--- src/hdl/adc_seq_map.vh ---
// Register map, field positions, reset values and timing constants of the converter control
`ifndef ADC_SEQ_MAP_VH
`define ADC_SEQ_MAP_VH
// ==================================================
// Register byte addresses (printed offsets are indices, address is index times four)
`define CTRL_INDEX 8'h1F
`define PCFG_INDEX 8'h9F
`define CTRL_ADDR 12'h07C
`define PCFG_ADDR 12'h27C
`define RESULT_ADDR 12'h300
`define STATUS_ADDR 12'h304
`define MASK_ADDR 12'h308
`define PORT_ADDR 12'h30C
// ==================================================
// Control register fields
`define CTRL_POWER_BIT 0
`define CTRL_GO_BIT 2
`define CTRL_CHAN_LSB 3
`define CTRL_CLK_LSB 6
`define CTRL_RESET 8'h00
`define PCFG_RESET 3'h0
`define CTRL_WMASK 8'hDD
// ==================================================
// Timing
`define TAD_HALVES_CONV 5'h13
`define TAD_HALVES_GAP 5'h04
`define DIV_2 6'h02
`define DIV_8 6'h08
`define DIV_32 6'h20
`define RC_TAD_NS 4000
`define CLK_PERIOD_NS 4
`endif

--- src/hdl/half_tad_gen.v ---
// Half bit-period tick generator from oscillator divide or internal RC time base
`timescale 1ns/1ps
`include "adc_seq_map.vh"
module half_tad_gen #(
  parameter RC_HALF_CYCLES = 500
) (
  sys_clk,
  reset_n,
  restart,
  clk_select,
  half_tick
);
  input wire sys_clk;
  input wire reset_n;
  input wire restart;
  input wire [1:0] clk_select;
  output reg half_tick;
  reg [15:0] count_reg;
  reg [15:0] limit;
  // ==================================================
  // Divide selection
  always @* begin
    case (clk_select)
      2'h0: limit = {10'h000, `DIV_2} >> 1;
      2'h1: limit = {10'h000, `DIV_8} >> 1;
      2'h2: limit = {10'h000, `DIV_32} >> 1;
      default: limit = RC_HALF_CYCLES[15:0];
    endcase
  end
  // ==================================================
  // Free-running counter, restarted at conversion start
  always @(posedge sys_clk) begin
    if (!reset_n || restart) begin
      count_reg <= 16'h0000;
      half_tick <= 1'b0;
    end else if (count_reg + 16'h0001 >= limit) begin
      count_reg <= 16'h0000;
      half_tick <= 1'b1;
    end else begin
      count_reg <= count_reg + 16'h0001;
      half_tick <= 1'b0;
    end
  end
endmodule // half_tad_gen

--- src/hdl/adc_sequencer.v ---
// Converter control: registers over APB, pin configuration, conversion sequencing
//
// Added by the designer: the APB register port.
`timescale 1ns/1ps
`include "adc_seq_map.vh"
module adc_sequencer #(
  parameter RC_HALF_CYCLES = `RC_TAD_NS / `CLK_PERIOD_NS / 2
) (
  sys_clk,
  reset_n,
  psel,
  penable,
  pwrite,
  paddr,
  pwdata,
  prdata,
  pready,
  pslverr,
  pin_level,
  sar_result,
  hold_connect,
  ref_external,
  mux_select,
  converter_power_on,
  irq
);
  input wire sys_clk;
  input wire reset_n;
  input wire psel;
  input wire penable;
  input wire pwrite;
  input wire [11:0] paddr;
  input wire [31:0] pwdata;
  output reg [31:0] prdata;
  output reg pready;
  output reg pslverr;
  input wire [3:0] pin_level;
  input wire [7:0] sar_result;
  output reg hold_connect;
  output reg ref_external;
  output reg [1:0] mux_select;
  output reg converter_power_on;
  output reg irq;

  localparam ST_IDLE = 3'b001;
  localparam ST_CONV = 3'b010;
  localparam ST_GAP = 3'b100;

  reg [2:0] state_reg;
  reg [2:0] state_next;
  reg [7:0] ctrl_reg;
  reg [2:0] pin_analog_select_reg;
  reg [7:0] conversion_result_reg;
  reg conversion_done_flag_reg;
  reg conversion_irq_enable_reg;
  reg [4:0] halves_reg;
  reg done_now;
  reg abort_now;
  reg restart_div;
  reg [3:0] analog_mask;
  reg [31:0] rd_data;
  reg addr_ok;
  wire half_tick;
  wire acc;
  wire wr;
  wire go_written;
  wire go_set;
  wire go_clear;

  assign acc = psel && penable;
  assign wr = acc && pwrite;
  assign go_written = wr && (paddr == `CTRL_ADDR);
  assign go_set = go_written && pwdata[`CTRL_GO_BIT] && !ctrl_reg[`CTRL_GO_BIT];
  assign go_clear = go_written && !pwdata[`CTRL_GO_BIT];

  half_tad_gen #(
    .RC_HALF_CYCLES(RC_HALF_CYCLES)
  ) u_tad (
    .sys_clk(sys_clk),
    .reset_n(reset_n),
    .restart(restart_div),
    .clk_select(ctrl_reg[`CTRL_CLK_LSB+1:`CTRL_CLK_LSB]),
    .half_tick(half_tick)
  );

  // ==================================================
  // Pin configuration decode (bit order pin4, pin2, pin1, pin0)
  always @* begin
    case (pin_analog_select_reg)
      3'h0: analog_mask = 4'hF;
      3'h1: analog_mask = 4'hD;
      3'h2: analog_mask = 4'h7;
      3'h3: analog_mask = 4'h5;
      3'h4: analog_mask = 4'h3;
      3'h5: analog_mask = 4'h1;
      3'h6: analog_mask = 4'h1;
      default: analog_mask = 4'h0;
    endcase
  end

  // ==================================================
  // Conversion sequencer
  always @* begin
    state_next = state_reg;
    done_now = 1'b0;
    abort_now = 1'b0;
    restart_div = 1'b0;
    case (state_reg)
      ST_IDLE: begin
        // Power must already be on and stay on in the same write
        if (go_set && ctrl_reg[`CTRL_POWER_BIT] && pwdata[`CTRL_POWER_BIT]) begin
          state_next = ST_CONV;
          restart_div = 1'b1;
        end
      end
      ST_CONV: begin
        if (go_clear || !ctrl_reg[`CTRL_POWER_BIT]) begin
          abort_now = 1'b1;
          state_next = ST_GAP;
          restart_div = 1'b1;
        end else if (half_tick && halves_reg == `TAD_HALVES_CONV - 5'h01) begin
          done_now = 1'b1;
          state_next = ST_GAP;
        end
      end
      ST_GAP: begin
        if (half_tick && halves_reg == `TAD_HALVES_GAP - 5'h01) begin
          state_next = ST_IDLE;
        end
      end
      default: state_next = ST_IDLE;
    endcase
  end

  always @(posedge sys_clk) begin
    if (!reset_n) begin
      state_reg <= ST_IDLE;
      halves_reg <= 5'h00;
    end else begin
      state_reg <= state_next;
      if (state_next != state_reg || restart_div)
        halves_reg <= 5'h00;
      else if (half_tick)
        halves_reg <= halves_reg + 5'h01;
    end
  end

  // ==================================================
  // Registers
  always @(posedge sys_clk) begin
    if (!reset_n) begin
      ctrl_reg <= `CTRL_RESET;
      pin_analog_select_reg <= `PCFG_RESET;
      conversion_done_flag_reg <= 1'b0;
      conversion_irq_enable_reg <= 1'b0;
    end else begin
      if (wr && paddr == `CTRL_ADDR)
        ctrl_reg <= (pwdata[7:0] & `CTRL_WMASK) |
          ((state_reg == ST_IDLE && !ctrl_reg[`CTRL_POWER_BIT]) ? 8'h00 :
          (pwdata[7:0] & 8'h04));
      if (done_now)
        ctrl_reg[`CTRL_GO_BIT] <= 1'b0;
      else if (abort_now)
        ctrl_reg[`CTRL_GO_BIT] <= 1'b0;
      else if (go_set && (state_reg != ST_IDLE || !ctrl_reg[`CTRL_POWER_BIT] ||
          !pwdata[`CTRL_POWER_BIT]))
        ctrl_reg[`CTRL_GO_BIT] <= 1'b0;
      if (wr && paddr == `PCFG_ADDR)
        pin_analog_select_reg <= pwdata[2:0];
      if (wr && paddr == `MASK_ADDR)
        conversion_irq_enable_reg <= pwdata[0];
      // Set wins over write-one-to-clear
      if (done_now)
        conversion_done_flag_reg <= 1'b1;
      else if (wr && paddr == `STATUS_ADDR && pwdata[0])
        conversion_done_flag_reg <= 1'b0;
    end
  end

  // Result is not reset so its contents survive a device reset
  always @(posedge sys_clk) begin
    if (done_now)
      conversion_result_reg <= sar_result;
    else if (wr && paddr == `RESULT_ADDR && state_reg != ST_CONV)
      conversion_result_reg <= pwdata[7:0];
  end

  // ==================================================
  // APB read path, one wait-free access phase
  always @* begin
    addr_ok = 1'b1;
    rd_data = 32'h00000000;
    case (paddr)
      `CTRL_ADDR: rd_data = {24'h000000, ctrl_reg};
      `PCFG_ADDR: rd_data = {29'h00000000, pin_analog_select_reg};
      `RESULT_ADDR: rd_data = {24'h000000, conversion_result_reg};
      `STATUS_ADDR: rd_data = {31'h00000000, conversion_done_flag_reg};
      `MASK_ADDR: rd_data = {31'h00000000, conversion_irq_enable_reg};
      `PORT_ADDR: rd_data = {28'h0000000, pin_level & ~analog_mask};
      default: addr_ok = 1'b0;
    endcase
  end

  always @(posedge sys_clk) begin
    if (!reset_n) begin
      prdata <= 32'h00000000;
      pready <= 1'b0;
      pslverr <= 1'b0;
      hold_connect <= 1'b0;
      ref_external <= 1'b0;
      mux_select <= 2'h0;
      converter_power_on <= 1'b0;
      irq <= 1'b0;
    end else begin
      pready <= psel && !penable;
      pslverr <= psel && !penable && !addr_ok;
      prdata <= (psel && !penable && !pwrite) ? rd_data : 32'h00000000;
      // Sampling only while idle and powered; any pin converts regardless of direction
      hold_connect <= (state_next == ST_IDLE) && ctrl_reg[`CTRL_POWER_BIT];
      ref_external <= pin_analog_select_reg[0] && !(&pin_analog_select_reg);
      mux_select <= ctrl_reg[`CTRL_CHAN_LSB+1:`CTRL_CHAN_LSB];
      converter_power_on <= ctrl_reg[`CTRL_POWER_BIT];
      irq <= conversion_done_flag_reg && conversion_irq_enable_reg;
    end
  end
endmodule // adc_sequencer

--- config.mk ---
export PLATFORM = sky130hd
export DESIGN_NAME = adc_sequencer
export DESIGN_NICKNAME = d
export VERILOG_FILES = /design/src/hdl/half_tad_gen.v /design/src/hdl/adc_sequencer.v
export VERILOG_INCLUDE_DIRS = /design/src /design/src/hdl
export SDC_FILE = /design/constraint.sdc
export NUM_CORES = 1
export LEC_CHECK = 0
export BUFFER_PORTS_ARGS = -buffer_cell sky130_fd_sc_hd__buf_4
export CAP_MARGIN = 10
export CORE_MARGIN = 1
export CORE_UTILIZATION = 46
export DETAILED_ROUTE_END_ITERATION = 8
export GPL_ROUTABILITY_DRIVEN = 0
export PLACE_DENSITY = 0.76
export RECOVER_POWER = 50
export SLEW_MARGIN = 20
export SYNTH_ARGS = -nofsm -noshare
export SYNTH_HDL_FRONTEND = slang
export SYNTH_SLANG_ARGS = --single-unit
--- constraint.sdc ---
create_clock -name sys_clk -period 2.4 [get_ports sys_clk]
set_clock_uncertainty 0.1 [all_clocks]
set_input_delay 0.24 -clock sys_clk [delete_from_list [all_inputs] [get_ports sys_clk]]
set_output_delay 0.24 -clock sys_clk [all_outputs]
set_load 0.02 [all_outputs]
==> flow_metrics.py, run 1 <==
metrics = {
    "min_path": {
        "whs_endpoint": "ctrl_reg[6]$_SDFFE_PN0N_",
        "hp-start": "pwdata[6]",
        "holdPathStages": 3,
        "hold_path.class": "input pin to flip-flop",
    },
    "die": {
        "ioPinCount": 101,
        "die_area_mm2": 0.00742,
        "initial_core_util_pct": 47.7,
        "coreArea_mm2": 0.00683,
        "rows": 30,
        "die_y_um": 86.1,
        "die_w_um": 86.1,
    },
    "final_layout": {
        "largest_reg_flops": 16,
        "postLayoutCoreUtil_pct": 59.2,
        "stdcell_area_mm2": 0.00404,
        "num_antenna_cells": 0,
        "areaGrowthSynthToFinish_pct": 24.1,
        "stdcell_count": 517,
        "drive_gt1_share_pct": 28.5,
        "final_nets": 487,
    },
    "clocking": {
        "cts_root_buffer": "clkbuf_8",
        "h-tree-depth": 3,
        "worstSkewPairLatency_ns": 0.34,
        "cts_made_buffers": 9,
        "clock-sinks": 60,
        "cts.clk_slew.worst_paths_ns": 0.07,
        "cts_hold_buf": 0,
        "clockBufferDepth": 2,
        "cts_tree": "done",
    },
    "global_routing": {
        "grt_pass1_wl_um": 11400,
        "grt_usage_pct": 19.9,
        "grt_max_degree": 14,
        "grt_pass1_vias": 2545,
        "grt.overflow.total": 0,
        "grt_antenna_before_repair": 0,
    },
    "worst_setup_path": {
        "endpoint_kind": "flip-flop",
        "start_kind": "flip-flop",
        "reg2reg_depth": 10,
        "rrSetupSlack_ns": -0.15,
        "critPathRequiredTime_ns": 2.55,
        "reg2reg_from": "u_tad.count_reg[5]$_SDFF_PP0_",
        "arrival_ns": 2.70,
        "crit_fanout": 5,
        "worstSetupPathType": "flip-flop to flip-flop",
        "r2r-end": "u_tad.count_reg[3]$_SDFF_PP0_",
    },
    "route": {
        "vias": 2732,
        "top_layer": "met4",
        "route.met3.wl_um": 435,
        "drt-initial-drc-count": 138,
        "wl_met2_um": 3570,
        "drt_wl_total_um": 7200,
        "drc": 0,
        "ant_nets": 0,
        "met1_length_um": 3050,
        "vias_per_cell": 5.28,
        "first_pass_iters": 4,
        "routedWlPerCell_um": 13.9,
    },
    "sta": {
        "finalCriticalPeriod_ns": 2.55,
        "finalCritPeriodShare_pct": 106,
        "fmax_ghz": 0.393,
        "slew-limit-headroom_pct": 58.6,
        "finalSetupViolations": 9,
        "setup_ws_ns": -0.146,
        "hold_ws_ns": 0.0409,
        "rsz0062_at_grt": "true",
        "fin_tns_setup_ns": -0.909,
        "tightest_slew_ns": 0.621,
        "slew_violations": 0,
        "hold_viol_final": 0,
    },
    "yosys": {
        "yosys.area.top_type": "dfxtp_1",
        "synth_top_flop_cell": "dfxtp_1",
        "synth.area.mux_share_pct": 6.15,
        "yosysWarnings": 0,
        "async_reset_ff_share_pct": 0,
        "synth_simple_gate_area_share_pct": 27.6,
        "synth_xor_area_share_pct": 3.50,
        "synth-edff-count": 8,
        "synth_area_mm2": 0.00326,
        "yosys.area.top_type_share_pct": 32.0,
        "synthTopCellsByArea": "dfxtp_1 (32%), edfxtp_1 (7.4%), buf_4 (5.8%)",
        "syn-instance-count": 331,
        "synth_compound_area_share_pct": 10.6,
        "ys_seq_elements": 60,
        "synth-adder-area-share_pct": 3.84,
        "ys_seq_area_share_pct": 39.3,
        "syn_avg_cell_area_um2": 9.84,
        "synth_top_family_by_area": "simple AND/OR/NAND/NOR gates",
        "post_synth_num_cell_types": 65,
    },
    "power": {
        "finalPower_mw": 2.24,
        "vdd_drop_max_mv": 0.352,
        "power_density_mw_per_mm2": 553,
        "leakagePower_nw": 1.63,
    },
    "placed_design": {
        "dp_hpwl_um": 5130,
        "numPortBuffers": 52,
        "dp.cells": 498,
        "place_ws_ns": -0.171,
        "placed_area_mm2": 0.00383,
    },
    "status": {
        "status": "finished, violations left",
        "violations": "setup timing",
    },
    "run": {
        "max_cap_viol_count": 0,
    },
}
==> cells by family (layout without fill, tap and decap cells) <==
kind of cell | after synthesis | count (layout)
and+or+nand+nor | 139 | 139
AOI/OAI and AO/OA | 45 | 45
muxes | 16 | 16
DFF | 60 | 60
adders and majority gates | 10 | 10
other | 1 | 31
xor gates and xnor gates | 13 | 13
buffers and inverters | 47 | 107
==> layout by cell type (no fill, tap or decap), types with 9 or more instances in the layout <==
cell type   n
buf_4      56
dfxtp_1    47
nor2_1     32
conb_1     31
clkbuf_1   19
nand3_1    18
nand2_1    14
inv_1      13
clkbuf_8    9
==> power by group <==
part | switching [mW] | internal (mW) | total, mW
sequential | 0.0104 | 1.03 | 1.04
combinational | 0.0975 | 0.0700 | 0.167
clock | 0.443 | 0.587 | 1.03
total | 0.551 | 1.68 | 2.24
==> layout make-up <==
cell class	count	area, µm²
clock inverters	7	98.8
repair buffers	78	515
well taps	96	120
flip-flops and latches	60	1290
fillers	615	2790
inverters	13	48.8
clock buffers	9	124
multi-input cells	254	1850
==> worst max-delay path by stage <==
stage,endpoint,cells past startpoint,from
floorplan,u_tad.count_reg[0]$_SDFF_PP0_,10,u_tad.count_reg[2]$_SDFF_PP0_
global placement,u_tad.count_reg[0]$_SDFF_PP0_,10,u_tad.count_reg[1]$_SDFF_PP0_
detailed placement,u_tad.count_reg[3]$_SDFF_PP0_,10,u_tad.count_reg[1]$_SDFF_PP0_
CTS,u_tad.count_reg[3]$_SDFF_PP0_,10,u_tad.count_reg[2]$_SDFF_PP0_
global route,u_tad.count_reg[3]$_SDFF_PP0_,10,u_tad.count_reg[0]$_SDFF_PP0_
finish,u_tad.count_reg[3]$_SDFF_PP0_,10,u_tad.count_reg[5]$_SDFF_PP0_
==> routing by layer <==
metal | track usage (%) | vias to the layer above
met5 | 0 | -
met4 | 9.55 | 0
met3 | 5.58 | 16
met2 | 34.5 | 96
met1 | 22.6 | 1297
li1 | - | 1323
==> worst max-delay path, stage by stage (launching register included) <==
cell     delay, ns
dfxtp_1       0.34
and4_4        0.26
nand2_4       0.07
xnor2_2       0.14
ha_2          0.21
nor3_4        0.20
nand2_1       0.08
o311a_1       0.31
or3b_4        0.39
buf_6         0.15
nor4_4        0.21
==> Yosys cell counts (3+ instances only) <==
cell type   n
dfxtp_1    52
nor2_1     32
buf_4      25
nand3_1    19
nand2_1    15
inv_1      13
nor4_2     11
ha_1       10
a21oi_1     8
edfxtp_1    8
mux2_4      8
mux2i_1     8
nand4_1     8
nor3_1      8
xnor2_1     8
and2_1      6
a22oi_1     5
clkbuf_1    5
xor2_1      5
a31oi_1     4
and3_1      4
and4_1      4
o21ai_0     4
nand2b_1    3
nand3b_1    3
nand4b_1    3
o31ai_1     3
==> timing repair <==
item	in CTS	in global routing
setup buffers	1	1
endpoints found under the hold margin	0	0
gates cloned	1	0
endpoints found under the setup margin	9	9
gates resized for setup	8	9
pin swaps	4	3
Power figures use the tool's default switching activity.
==> run 2: changes to the inputs <==
SKIP_CTS_REPAIR_TIMING = 1   (was default)
==> flow_metrics.py, run 2 (synthesized netlist as in run 1, its figures left out) <==
metrics = {
    "route": {
        "ant_nets": 0,
        "routedWlPerCell_um": 13.9,
        "drt_wl_total_um": 7170,
        "drc": 0,
        "first_pass_iters": 4,
        "vias_per_cell": 5.29,
        "drt-initial-drc-count": 145,
        "vias": 2736,
    },
    "worst_setup_path": {
        "worstSetupPathType": "flip-flop to flip-flop",
        "r2r-end": "u_tad.count_reg[3]$_SDFF_PP0_",
        "reg2reg_from": "u_tad.count_reg[5]$_SDFF_PP0_",
        "arrival_ns": 2.69,
        "endpoint_kind": "flip-flop",
        "rrSetupSlack_ns": -0.13,
        "critPathRequiredTime_ns": 2.55,
        "start_kind": "flip-flop",
        "reg2reg_depth": 10,
        "crit_fanout": 5,
    },
    "final_layout": {
        "fill_cells": 619,
        "largest_reg_flops": 16,
        "mostFrequentLayoutCells": "buf_4 (56), dfxtp_1 (47), nor2_1 (32)",
        "stdcell_area_mm2": 0.00403,
        "final_nets": 487,
        "final_common_cell": "buf_4",
        "areaGrowthSynthToFinish_pct": 23.8,
        "drive_gt1_share_pct": 28.3,
        "postLayoutCoreUtil_pct": 59.0,
        "num_antenna_cells": 0,
    },
    "clocking": {
        "clockBufferDepth": 2,
        "worstSkewPairLatency_ns": 0.34,
        "cts_root_buffer": "clkbuf_8",
        "cts.clk_slew.worst_paths_ns": 0.07,
        "h-tree-depth": 3,
        "cts_made_buffers": 9,
        "cts_tree": "done",
        "clock-sinks": 60,
    },
    "sta": {
        "tightest_slew_ns": 0.625,
        "fmax_ghz": 0.395,
        "setup_ws_ns": -0.131,
        "slew_violations": 0,
        "finalCriticalPeriod_ns": 2.53,
        "rsz0062_at_grt": "true",
        "finalSetupViolations": 9,
        "slew-limit-headroom_pct": 58.3,
        "hold_viol_final": 0,
        "finalCritPeriodShare_pct": 105,
    },
    "die": {
        "die_y_um": 86.1,
        "rows": 30,
        "initial_core_util_pct": 47.7,
        "die_w_um": 86.1,
        "coreArea_mm2": 0.00683,
        "die_area_mm2": 0.00742,
        "ioPinCount": 101,
    },
    "min_path": {
        "whs_endpoint": "ctrl_reg[6]$_SDFFE_PN0N_",
        "holdPathStages": 3,
        "hold_path.class": "input pin to flip-flop",
        "hp-start": "pwdata[6]",
    },
    "run": {
        "max_cap_viol_count": 0,
    },
    "placed_design": {
        "placed_area_mm2": 0.00383,
        "dp_hpwl_um": 5130,
        "numPortBuffers": 52,
    },
    "global_routing": {
        "grt_pass1_vias": 2495,
        "grt_max_degree": 14,
        "grt_usage_pct": 19.5,
        "grt_pass1_wl_um": 11100,
        "grt_antenna_before_repair": 0,
        "grt.overflow.total": 0,
    },
    "status": {
        "violations": "setup timing",
        "status": "finished, violations left",
    },
    "power": {
        "swShare_pct": 24.7,
        "intPower_mw": 1.68,
        "leakagePower_nw": 1.61,
        "switchingPower_mw": 0.552,
        "power_density_mw_per_mm2": 555,
        "finalPower_mw": 2.24,
        "clockPowerShare_pct": 46.1,
        "power_frac_comb_pct": 7.5,
        "vdd_drop_max_mv": 0.352,
        "seqPwrFrac_pct": 46.4,
    },
}
-- run 2: worst max-delay path, cell delays in order (launching register included) --
cell,delay [ns]
dfxtp_1,0.35
and4_4,0.24
nand2_2,0.08
xnor2_2,0.15
ha_2,0.21
nor3_4,0.18
nand2_1,0.08
o311a_1,0.31
or3b_4,0.39
buf_6,0.15
nor4_4,0.20
-- run 2: how the worst max path moves through the flow --
| stage | start | endpoint | slack (ns) | depth (start not counted) |
|---|---|---|---|---|
| after floorplan | u_tad.count_reg[2]$_SDFF_PP0_ | u_tad.count_reg[0]$_SDFF_PP0_ | -0.02 | 10 |
| after global placement | u_tad.count_reg[1]$_SDFF_PP0_ | u_tad.count_reg[0]$_SDFF_PP0_ | -0.07 | 10 |
| after detailed placement | u_tad.count_reg[1]$_SDFF_PP0_ | u_tad.count_reg[3]$_SDFF_PP0_ | -0.17 | 10 |
| after CTS | u_tad.count_reg[1]$_SDFF_PP0_ | u_tad.count_reg[3]$_SDFF_PP0_ | -0.20 | 10 |
| after global routing | u_tad.count_reg[5]$_SDFF_PP0_ | u_tad.count_reg[3]$_SDFF_PP0_ | -0.23 | 10 |
| final | u_tad.count_reg[5]$_SDFF_PP0_ | u_tad.count_reg[3]$_SDFF_PP0_ | -0.13 | 10 |
-- run 2: area by class of cell --
type                       instances  area [µm²]  share of cell area (%)
multi-input combinational        254        1840                    45.5
timing repair buffer              78         515                    12.8
tap                               96         120                    2.98
clock buffer                       9         124                    3.07
sequential                        60        1290                    32.0
inverter                          13        48.8                    1.21
clock inverter                     7        98.8                    2.45
-- run 2: stage by stage --
step | worst slack, ns | instances | hold WS, ns | setup TNS [ns]
after floorplan | -0.0152 | 361 | 0.213 | -0.0702
after global placement | -0.0697 | 498 | 0.358 | -0.316
after detailed placement | -0.171 | 498 | 0.365 | -1.07
after CTS | -0.196 | 514 | 0.0305 | -1.31
after global routing | -0.233 | 517 | 0.0506 | -2.16
final | -0.131 | 517 | 0.0384 | -0.785
-- run 2: routing by layer --
layer	global-route usage [%]	vias up	share of wire [%]
met1	22.3	1287	41
li1	-	1326	-
met5	0	-	0
met4	9.55	0	2.2
met3	5.58	18	6.9
met2	33.3	105	49
-- run 2: power groups by stage --
stage	Combinational [mW]	Sequential, mW	Clock, mW
after floorplan	0.125	1.06	0
after global placement	0.166	1.06	0
after detailed placement	0.170	1.06	0
after CTS	0.170	1.04	1.05
after global routing	0.181	1.04	1.09
final	0.167	1.04	1.03
==> run 3: changes to the inputs <==
CORE_UTILIZATION = 48   (was 46)
CTS_BUF_LIST = sky130_fd_sc_hd__clkbuf_2   (was default)
PLACE_DENSITY = 0.79   (was 0.76)
==> flow_metrics.py, run 3 (synthesized netlist as in run 1, its figures left out) <==
metrics = {
    "route": {
        "drc": 10,
        "ant_nets": 0,
        "drt-initial-drc-count": 175,
        "routedWlPerCell_um": 15.8,
        "first_pass_iters": 8,
        "vias": 2878,
        "drt_wl_total_um": 8260,
        "vias_per_cell": 5.49,
    },
    "run": {
        "max_cap_viol_count": 0,
    },
    "final_layout": {
        "drive_gt1_share_pct": 27.3,
        "mostFrequentLayoutCells": "buf_4 (57), dfxtp_1 (46), nor2_1 (32)",
        "multiInputGateArea_mm2": 0.00190,
        "final_nets": 513,
        "num_antenna_cells": 0,
        "fill_cells": 510,
        "largest_reg_flops": 16,
        "stdcell_area_mm2": 0.00423,
        "final_common_cell": "buf_4",
        "seq_area_mm2": 0.00129,
        "areaGrowthSynthToFinish_pct": 30.0,
    },
    "sta": {
        "fmax_ghz": 0.384,
        "tightest_slew_ns": 0.788,
        "finalSetupViolations": 14,
        "finalCriticalPeriod_ns": 2.60,
        "rsz0062_at_grt": "true",
        "finalCritPeriodShare_pct": 108,
        "slew_violations": 0,
        "hold_viol_final": 0,
        "slew-limit-headroom_pct": 47.4,
        "setup_ws_ns": -0.203,
    },
    "clocking": {
        "clock-sinks": 60,
        "h-tree-depth": 3,
        "cts_made_buffers": 9,
        "clockBufferDepth": 2,
        "cts_tree": "done",
        "cts.clk_slew.worst_paths_ns": 0.18,
        "worstSkewPairLatency_ns": 0.50,
        "cts_root_buffer": "clkbuf_2",
    },
    "placed_design": {
        "place_ws_ns": -0.146,
        "dp_hpwl_um": 5240,
        "numPortBuffers": 52,
        "placed_area_mm2": 0.00380,
    },
    "power": {
        "power_density_mw_per_mm2": 443,
        "leakagePower_nw": 1.76,
        "vdd_drop_max_mv": 0.374,
        "finalPower_mw": 1.88,
    },
    "worst_setup_path": {
        "crit_fanout": 4,
        "arrival_ns": 2.90,
        "endpoint_kind": "flip-flop",
        "start_kind": "flip-flop",
        "worstSetupPathType": "flip-flop to flip-flop",
        "rrSetupSlack_ns": -0.20,
        "reg2reg_depth": 10,
        "reg2reg_from": "u_tad.count_reg[3]$_SDFF_PP0_",
        "r2r-end": "u_tad.count_reg[7]$_SDFF_PP0_",
        "critPathRequiredTime_ns": 2.70,
        "startpoint": "u_tad.count_reg[3]$_SDFF_PP0_",
    },
    "global_routing": {
        "grt_max_degree": 14,
        "grt_antenna_before_repair": 0,
        "grt_pass1_vias": 2625,
        "grt_pass1_wl_um": 11600,
        "grt_usage_pct": 20.6,
        "grt.overflow.total": 0,
    },
    "die": {
        "ioPinCount": 101,
        "rows": 29,
        "die_w_um": 84.4,
        "coreArea_mm2": 0.00646,
        "die_y_um": 84.4,
        "die_area_mm2": 0.00712,
        "initial_core_util_pct": 50.4,
    },
    "min_path": {
        "hold_path.class": "input pin to flip-flop",
        "whs_endpoint": "prdata[0]$_SDFF_PN0_",
        "hp-start": "penable",
        "holdPathStages": 4,
    },
    "status": {
        "status": "finished, violations left",
        "violations": "DRC, setup timing",
    },
}
==> run 3: worst max-delay path, stage by stage (launching register included) <==
cell and delay, ns:
dfxtp_2 0.36, and4_4 0.26, nand2_2 0.08, xnor2_2 0.16, ha_1 0.26, nor3_2 0.14
nand2_1 0.08, o311a_1 0.34, or3b_4 0.42, buf_6 0.15, nor4_2 0.15
==> run 3: worst max path at each step <==
| stage | cells past startpoint | endpoint |
|---|---|---|
| CTS | 10 | u_tad.count_reg[3]$_SDFF_PP0_ |
| global placement | 10 | u_tad.count_reg[0]$_SDFF_PP0_ |
| finish | 10 | u_tad.count_reg[7]$_SDFF_PP0_ |
| floorplan | 10 | u_tad.count_reg[0]$_SDFF_PP0_ |
| detailed placement | 10 | u_tad.count_reg[0]$_SDFF_PP0_ |
| global route | 10 | u_tad.count_reg[7]$_SDFF_PP0_ |
==> run 3: final cells by class <==
cell class | count | area share [%]
multi-input combinational | 254 | 44.9
sequential | 60 | 30.5
timing repair buffer | 104 | 18.4
tap | 77 | 2.28
clock inverter | 6 | 1.54
clock buffer | 10 | 1.18
inverter | 13 | 1.15
==> run 3: where the power goes <==
group | leakage (nW) | internal [mW] | switching [mW] | total, mW
Combinational | 1.19 | 0.0966 | 0.112 | 0.209
Sequential | 0.498 | 1.03 | 0.0105 | 1.04
Clock | 0.0719 | 0.244 | 0.383 | 0.627
==> run 3: metrics by stage <==
| stage | cells | hold WS [ns] | setup TNS, ns | util [%] |
|---|---|---|---|---|
| 3_3_place_gp | 479 | 0.358 | -0.280 | 58.9 |
| 4_1_cts | 495 | -0.150 | -1.34 | 60.7 |
| 3_5_place_dp | 479 | 0.380 | -0.774 | 58.9 |
| 6_report | 524 | 0.101 | -1.81 | 65.6 |
| 5_1_grt | 524 | 0.0533 | -2.99 | 65.6 |
| 2_1_floorplan | 361 | 0.213 | -0.0702 | - |
==> run 3: routing by layer <==
layer / wire (µm) / GRT usage, % / vias to the layer above
li1: - / - / 1381
met1: 3220 / 22.8 / 1365
met2: 4400 / 37.2 / 119
met3: 532 / 6.69 / 13
met4: 105 / 6.93 / 0
met5: 0 / 0 / -
